## src/inc/chg_cur_pkg.sv

```systemverilog
// Constants and types for the charger current-setting register bank
package chg_cur_pkg;

   // ***************************************************************
   // Register addresses
   // ***************************************************************
   localparam logic [7:0] ADDR_TOPOFF = 8'h12;
   localparam logic [7:0] ADDR_PRECHG = 8'h13;
   localparam logic [7:0] ADDR_CTL4 = 8'h14;

   // ***************************************************************
   // Field layout
   // ***************************************************************
   localparam int CODE_W = 6;
   localparam int CODE_LSB = 0;
   localparam int CODE_MSB = 5;
   localparam int RESERVED_BITS_LSB = 6;
   localparam int RESERVED_BITS_MSB = 7;
   localparam int RESERVED_BITS_W = 2;
   localparam int MA_W = 7;

   // ***************************************************************
   // Reset values and lock pattern
   // ***************************************************************
   localparam logic [5:0] TOPOFF_RST = 6'h04;
   localparam logic [5:0] PRECHG_RST = 6'h04;
   localparam logic [1:0] RESERVED_BITS_RST = 2'h0;
   localparam logic [4:0] UNLOCK_KEY = 5'h15;
   localparam logic [7:0] READ_NONE = 8'h00;

   // Current step in milliamperes per code step
   localparam logic [6:0] MA_PER_STEP = 7'h01;

   // Whole state of the bank
   typedef struct packed {
      logic [5:0] topoff_code_r;
      logic [1:0] topoff_reserved_bits_r;
      logic [5:0] prechg_code_r;
      logic [1:0] prechg_reserved_bits_r;
      logic [1:0] ctl4_reserved_bits_r;
      logic [6:0] topoff_ma_r;
      logic [6:0] prechg_ma_r;
      logic [7:0] rdata_r;
      logic ack_r;
      logic hit_r;
      logic refused_r;
   } bank_state_t;

endpackage

```

## src/rtl/charger_current_setting_regs.sv

```systemverilog
// Charger current-setting register bank behind the serial register port

// Notes on behaviour
// - Address 12h holds the top-off current code in bits 5:0 and two read/write spare bits above.
// - The top-off code means one milliampere per step, 00h is 0 mA and 3Fh is 63 mA.
// - After reset the top-off code is 04h, which is 4 mA.
// - Address 13h holds the pre-charge current code in bits 5:0 and two read/write spare bits.
// - The pre-charge code means one milliampere per step, from 0 mA up to 63 mA.
// - The pre-charge default is ambiguous, and this bank resets it to 04h, which is 4 mA.
// - Addresses 12h, 13h and 14h always read, and write only while the lock key permits.
// - Writes are permitted only while the five-bit lock key equals 10101.
// - A write made while locked is dropped and the register keeps its old contents.
module charger_current_setting_regs
   import chg_cur_pkg::*;
(
   // Clock and reset
   input wire logic sys_clk,
   input wire logic rst,
   // Byte access from the serial bus engine
   input wire logic [7:0] reg_addr,
   input wire logic [7:0] reg_wdata,
   input wire logic reg_wr,
   input wire logic reg_rd,
   output logic [7:0] reg_rdata,
   output logic reg_ack,
   output logic reg_hit,
   output logic reg_wr_refused,
   // Lock key from the charger control register
   input wire logic [4:0] charger_lock_key,
   // Settings to the charger
   output logic [5:0] topoff_current_code,
   output logic [5:0] precharge_current_code,
   output logic [6:0] topoff_current_ma,
   output logic [6:0] precharge_current_ma,
   output logic [1:0] ctl4_reserved_bits
);

   // ***************************************************************
   // Helpers
   // ***************************************************************

   // Code to milliamperes, linear at one step per mA
   function automatic logic [6:0] code_to_ma(input logic [5:0] code);
      logic [13:0] prod;
      prod = 14'({1'b0, code}) * 14'(MA_PER_STEP);
      return prod[MA_W-1:0];
   endfunction

   // True when the address falls on one of the three registers
   function automatic logic is_mapped(input logic [7:0] a);
      return (a == ADDR_TOPOFF) || (a == ADDR_PRECHG) || (a == ADDR_CTL4);
   endfunction

   // ***************************************************************
   // State
   // ***************************************************************
   bank_state_t st_r;
   bank_state_t st_nxt;
   logic unlocked;

   // Lock key compare
   assign unlocked = (charger_lock_key == UNLOCK_KEY);

   // Next-state logic
   always_comb begin
      st_nxt = st_r;
      st_nxt.ack_r = 1'b0;
      st_nxt.refused_r = 1'b0;
      // Writes: whole byte in one cycle (bits 7:6 only at 14h), only when unlocked
      if (reg_wr && is_mapped(reg_addr)) begin
         if (unlocked) begin
            unique case (reg_addr)
               ADDR_TOPOFF: begin
                  st_nxt.topoff_code_r = reg_wdata[CODE_MSB:CODE_LSB];
                  st_nxt.topoff_reserved_bits_r = reg_wdata[RESERVED_BITS_MSB:RESERVED_BITS_LSB];
               end
               ADDR_PRECHG: begin
                  st_nxt.prechg_code_r = reg_wdata[CODE_MSB:CODE_LSB];
                  st_nxt.prechg_reserved_bits_r = reg_wdata[RESERVED_BITS_MSB:RESERVED_BITS_LSB];
               end
               default: begin
                  st_nxt.ctl4_reserved_bits_r = reg_wdata[RESERVED_BITS_MSB:RESERVED_BITS_LSB];
               end
            endcase
         end else begin
            st_nxt.refused_r = 1'b1;
         end
      end
      // Answer for every access, mapped or not
      if (reg_wr || reg_rd) begin
         st_nxt.ack_r = 1'b1;
         st_nxt.hit_r = is_mapped(reg_addr);
      end
      // Reads always allowed; unmapped reads give zero
      if (reg_rd) begin
         if (reg_addr == ADDR_TOPOFF) begin
            st_nxt.rdata_r = {st_r.topoff_reserved_bits_r, st_r.topoff_code_r};
         end else if (reg_addr == ADDR_PRECHG) begin
            st_nxt.rdata_r = {st_r.prechg_reserved_bits_r, st_r.prechg_code_r};
         end else if (reg_addr == ADDR_CTL4) begin
            st_nxt.rdata_r = {st_r.ctl4_reserved_bits_r, {CODE_W{1'b0}}};
         end else begin
            st_nxt.rdata_r = READ_NONE;
         end
      end
      // Current decode follows the stored codes
      st_nxt.topoff_ma_r = code_to_ma(st_nxt.topoff_code_r);
      st_nxt.prechg_ma_r = code_to_ma(st_nxt.prechg_code_r);
   end

   // Registers, synchronous reset
   always_ff @(posedge sys_clk) begin
      if (rst) begin
         st_r.topoff_code_r <= TOPOFF_RST;
         st_r.topoff_reserved_bits_r <= RESERVED_BITS_RST;
         st_r.prechg_code_r <= PRECHG_RST;
         st_r.prechg_reserved_bits_r <= RESERVED_BITS_RST;
         st_r.ctl4_reserved_bits_r <= RESERVED_BITS_RST;
         st_r.topoff_ma_r <= code_to_ma(TOPOFF_RST);
         st_r.prechg_ma_r <= code_to_ma(PRECHG_RST);
         st_r.rdata_r <= READ_NONE;
         st_r.ack_r <= 1'b0;
         st_r.hit_r <= 1'b0;
         st_r.refused_r <= 1'b0;
      end else begin
         st_r <= st_nxt;
      end
   end

   // Outputs straight from the state flops
   assign reg_rdata = st_r.rdata_r;
   assign reg_ack = st_r.ack_r;
   assign reg_hit = st_r.hit_r;
   assign reg_wr_refused = st_r.refused_r;
   assign topoff_current_code = st_r.topoff_code_r;
   assign precharge_current_code = st_r.prechg_code_r;
   assign topoff_current_ma = st_r.topoff_ma_r;
   assign precharge_current_ma = st_r.prechg_ma_r;
   assign ctl4_reserved_bits = st_r.ctl4_reserved_bits_r;
endmodule
```

## config.mk

```make
export PLATFORM = sky130hd
export DESIGN_NAME = charger_current_setting_regs
export DESIGN_NICKNAME = d
export VERILOG_FILES = /design/src/inc/chg_cur_pkg.sv /design/src/rtl/charger_current_setting_regs.sv
export SDC_FILE = /design/constraint.sdc
export NUM_CORES = 1
export LEC_CHECK = 0
export ABC_CLOCK_PERIOD_IN_PS = 1700
export BUFFER_PORTS_ARGS = -buffer_cell sky130_fd_sc_hd__buf_2
export CAP_MARGIN = 40
export CORE_MARGIN = 10
export CORE_UTILIZATION = 43
export CTS_CLUSTER_DIAMETER = 80
export DETAILED_ROUTE_END_ITERATION = 10
export PLACE_DENSITY = 0.85
export RECOVER_POWER = 25
export SLEW_MARGIN = 20
export SYNTH_ARGS = -nofsm -noshare
export SYNTH_HDL_FRONTEND = slang
export SYNTH_SLANG_ARGS = --single-unit
```

## constraint.sdc

```tcl
create_clock -name sys_clk -period 1.7 [get_ports sys_clk]
set_input_delay 0.34 -clock sys_clk [delete_from_list [all_inputs] [get_ports sys_clk]]
set_output_delay 0.34 -clock sys_clk [all_outputs]
set_load 0.01 [all_outputs]
```

Yosys cells after proc, flatten, opt, wreduce, memory -nomap -nowiden
Cells that the tools add are included.
{"block": "word_totals", "register_bits": 31}
{"block": "classes", "eq_ne": 4, "mux": 10, "bitwise": 2, "n_reduce_logical": 9}
{"operator": "2-to-1 mux 8 bit", "n": 5}
{"operator": "2-to-1 mux 18 bit", "n": 2}
{"operator": "== test 8 x 5 -> 1 bit, second input constant", "n": 3}
{"operator": "AND reduction 3 bit", "n": 3}
{"operator": "== test 5 bit, second input constant", "n": 1}
{"operator": "2-to-1 mux 2 bit", "n": 2}
{"operator": "OR reduction 2 bit", "n": 2}
{"operator": "logical OR 1 bit", "n": 3}
{"operator": "inverter 1 bit", "n": 2}
{"operator": "logical AND 1 bit", "n": 1}
{"operator": "2-to-1 mux 1 bit", "n": 1}

Depth between registers and ports, before layout
{"block": "logic_depth", "word_depth": 6, "mapped_depth": 5}

Least setup slack after synthesis
No wires, ideal clock.
{"block": "synth_timing", "path_type": "input -> register", "start": "input port reg_addr[5]", "end": "register st_r[35] (netlist bit)", "setup_ns": 0.072, "arrival_ns": 1.748, "required_ns": 1.628, "slack_ns": -0.120, "cell_stages": 5, "path_buffers": 1, "path_cell_list": "or4b_4 -> nor3_4 -> and4b_1 -> buf_6 -> mux2i_1"}
{"block": "synth_via", "elab_chain_cells": 5, "word_cells_on_any_way": 7, "cone_classes": "eq/ne: 3; reduce/logical: 4"}
{"element": "from (decl)", "line_no": "charger_current_setting_regs.sv:20", "text": "input wire logic [7:0] reg_addr,"}
{"element": "== test 8 x 5 -> 1 bit (on tied branches)", "line_no": "charger_current_setting_regs.sv:51, charger_current_setting_regs.sv:72"}
{"element": "logical OR 1 bit (2 in series)", "line_no": "charger_current_setting_regs.sv:51", "text": "return (a == ADDR_TOPOFF) || (a == ADDR_PRECHG) || (a == ADDR_CTL4);"}
{"element": "logical AND 1 bit", "line_no": "charger_current_setting_regs.sv:70", "text": "if (reg_wr && is_mapped(reg_addr)) begin"}
{"element": "AND reduction 3 bit (no source line) *"}
{"element": "to (signal assigned)", "line_no": "charger_current_setting_regs.sv:126", "text": "st_r <= st_nxt;"}
{"element": "to (decl)", "line_no": "charger_current_setting_regs.sv:57", "text": "bank_state_t st_r;"}
Every way passes the cells marked *; elsewhere a longest branch is shown, timed or not.
A chain may end at the register's enable or synchronous reset.

Worst setup path in the final report
{"block": "layout_timing", "start": "input port reg_addr[5]", "end": "register st_r[36] (netlist bit)"}
Same word-level chain as after synthesis.

==> out/summary.txt <==
run status: finished, final reports clean
largest delay contributor family on the critical path: simple AND/OR/NAND/NOR gates
root buf cell: clkbuf_8
cells along the critical path: buf_2, or4b_4, nor3_4, and4b_1, buf_4, mux2i_1
Num CTS Buffers: 5
WHS: 0.338 ns
Total Nets Final: 230
Final period util: 92.8%
Final Setup Violations: 0
# port buffers: 61
# hold bufs at CTS: 0
clock skew: 0.00103 ns
Post-DP HPWL: 2780 um
DP Worst Slack: -0.168 ns
CP max stage delay: 0.55 ns
vias in the first global route: 1225
Final Util: 49.2%
Critical Path Sink Type: register
GR Util All Layers: 10.5%
fmax: 0.634 GHz
WL/cell: 13.8 um
Worst slew margin: 14.9%
DR iter-0 viols: 51
initial antenna violation count: 0
grt ovf: 0
sequential area share after synthesis: 35.8%
largest net degree at the start of global routing: 39
share of layout cells above drive strength 1: 33.5%
worst vdd ir: 0.326 mV
Die Y-Extent: 81.4 um
Post-Syn Area: 0.00162 mm2
cells after synthesis: 172
die width: 81.4 um
area of the die: 0.00662 mm2
RSZ-0062 raised after global routing: no
Startpoint Class: primary input
worst setup margin: 0.123 ns
Worst Hold Class: primary input to register
worst endpoint required time: 1.90 ns
Setup CP Type: primary input to register
clock tree buffer depth: 2
gpl congestion: 0.786
Mapped Avg Cell Area: 9.42 um2
CP Data Arrival Time: 1.78 ns
slowest stage cell, crit path: or4b_4
area of the core: 0.00366 mm2
vias per std cell: 4.74
synth warn: 0
P&R area growth vs syn: 11.3%
Boundary Pins: 64
Vias: 1203
Post-CTS Setup Bufs: 0
CTS H-Tree Depth: 2
TritonCTS clock tree: yes
min Tclk post-route: 1.58 ns
Clock Latency Late Sink: 0.27 ns
WL final: 3500 um
synth unique cells: 29
PwrDens: 728 mW/mm2
Initial Utilization: 44.3%
first-pass GRT wire length: 5420 um
final hold violations: 0
# diodes: 0
Resize count post-CTS: 0
Worst-path clk slew: 0.06 ns
Worst-Margin Slew: 1.28 ns
row cnt: 22
#FFs+latches synth: 29
Final ANT Viol Nets: 0
Leak: 0.827 nW
CTS sink cnt: 29
Max-Cap Viols: 0
Pre-antenna DRT Iters: 4
max-slew violations: 0
CP max FO: 4
# DRC: 0
Buf/Inv on CP: 2
R2R setup slack: 0.77 ns
## Yosys cell counts
master	count	area [um2]
nand4_4	1	21.3
nand2_1	1	3.75
conb_1	1	3.75
nor4_1	1	6.26
nor3b_1	1	7.51
nor3_4	1	16.3
buf_6	1	11.3
mux2i_1	20	200
or4b_4	1	13.8
clkbuf_1	7	26.3
o2bb2ai_1	1	8.76
buf_4	36	270
mux2_2	6	67.6
nand2b_1	30	188
a21oi_1	9	45.0
inv_1	1	3.75
nand3b_1	1	7.51
nor2b_1	1	6.26
o21ai_0	1	5.00
o211a_1	1	10.0
nand4_1	1	6.26
nand3_1	7	35.0
o32ai_1	1	8.76
nor4bb_1	1	10.0
or2b_2	1	8.76
nor2_1	8	30.0
nand4b_1	1	8.76
dfxtp_1	29	581
and4b_1	1	10.0
## final timing paths
check                          startpoint                       to  cells after the start
setup / recovery              reg_addr[5]                 st_r[36]                      6
hold / removal               reg_wdata[2]  precharge_current_ma[2]                      3
setup reg to reg  precharge_current_ma[1]             reg_rdata[1]                      3
hold reg to reg                   reg_hit                  reg_hit                      2
## cells by family (layout without fill, tap and decap cells)
group / Yosys count / in the layout / synth area share, %
AND/OR/NAND/NOR: 58 / 58 / 23.4
buffers and inverters: 45 / 78 / 19.2
flip-flops: 29 / 29 / 35.8
multiplexers: 26 / 26 / 16.5
AO/OA/AOI/OAI: 13 / 13 / 4.79
other: 1 / 2 / 0.231
## final cells by class
class,instances,area (um2)
clock buffers,8,80.1
multi-input cells,99,732
flip-flops and latches,29,581
inverters,1,3.75
repair buffers,69,347
fillers,364,1860
well taps,48,60.1
## flip-flops by register name, summed over array words and instances, names as in the netlist
signal	count
ctl4_reserved_bits	2
reg_hit	1
reg_rdata	8
reg_ack	1
topoff_current_ma	6
precharge_current_ma	6
reg_wr_refused	1
st_r	4
## layout by cell type (no fill, tap or decap), types with 2 or more instances in the layout
cell type   n
a21oi_1     9
mux2i_1    20
buf_4       8
conb_1      2
clkbuf_8    5
mux2_2      6
nand3_1     7
nor2_1      8
buf_2      46
dfxtp_1    29
clkbuf_1   18
nand2b_1   30
## metrics by stage
stage,power [W],area [um2],TNS (ns),instances
floorplan,0.000753,1620,-1.09,173
finish,0.00131,1800,0,254
CTS,0.00132,1820,0,254
global placement,0.000793,1740,-1.82,246
detailed placement,0.000794,1740,-2.20,246
global route,0.00136,1800,0,254
## worst register-to-register path: cells and delay by family (launching register included)
kind               cells  cell delay (ns)
AOI/OAI and AO/OA      1             0.06
DFF                    1             0.33
and+or+nand+nor        1             0.08
muxes                  1             0.28
## per-layer routing
| layer | vias to the layer above | GRT usage (%) | wire (um) |
|---|---|---|---|
| li1 | 607 | - | - |
| met1 | 545 | 10.5 | 1350 |
| met2 | 45 | 17.8 | 1660 |
| met3 | 6 | 5.41 | 435 |
| met4 | 0 | 4.67 | 56 |
| met5 | - | 0 | 0 |
## power breakdown
group	internal (W)	total (W)	switching, W
registers	0.000682	0.000682	0.000000523
clock network	0.000290	0.000533	0.000243
logic	0.0000469	0.0000968	0.0000499
Power figures use the tool's default switching activity.
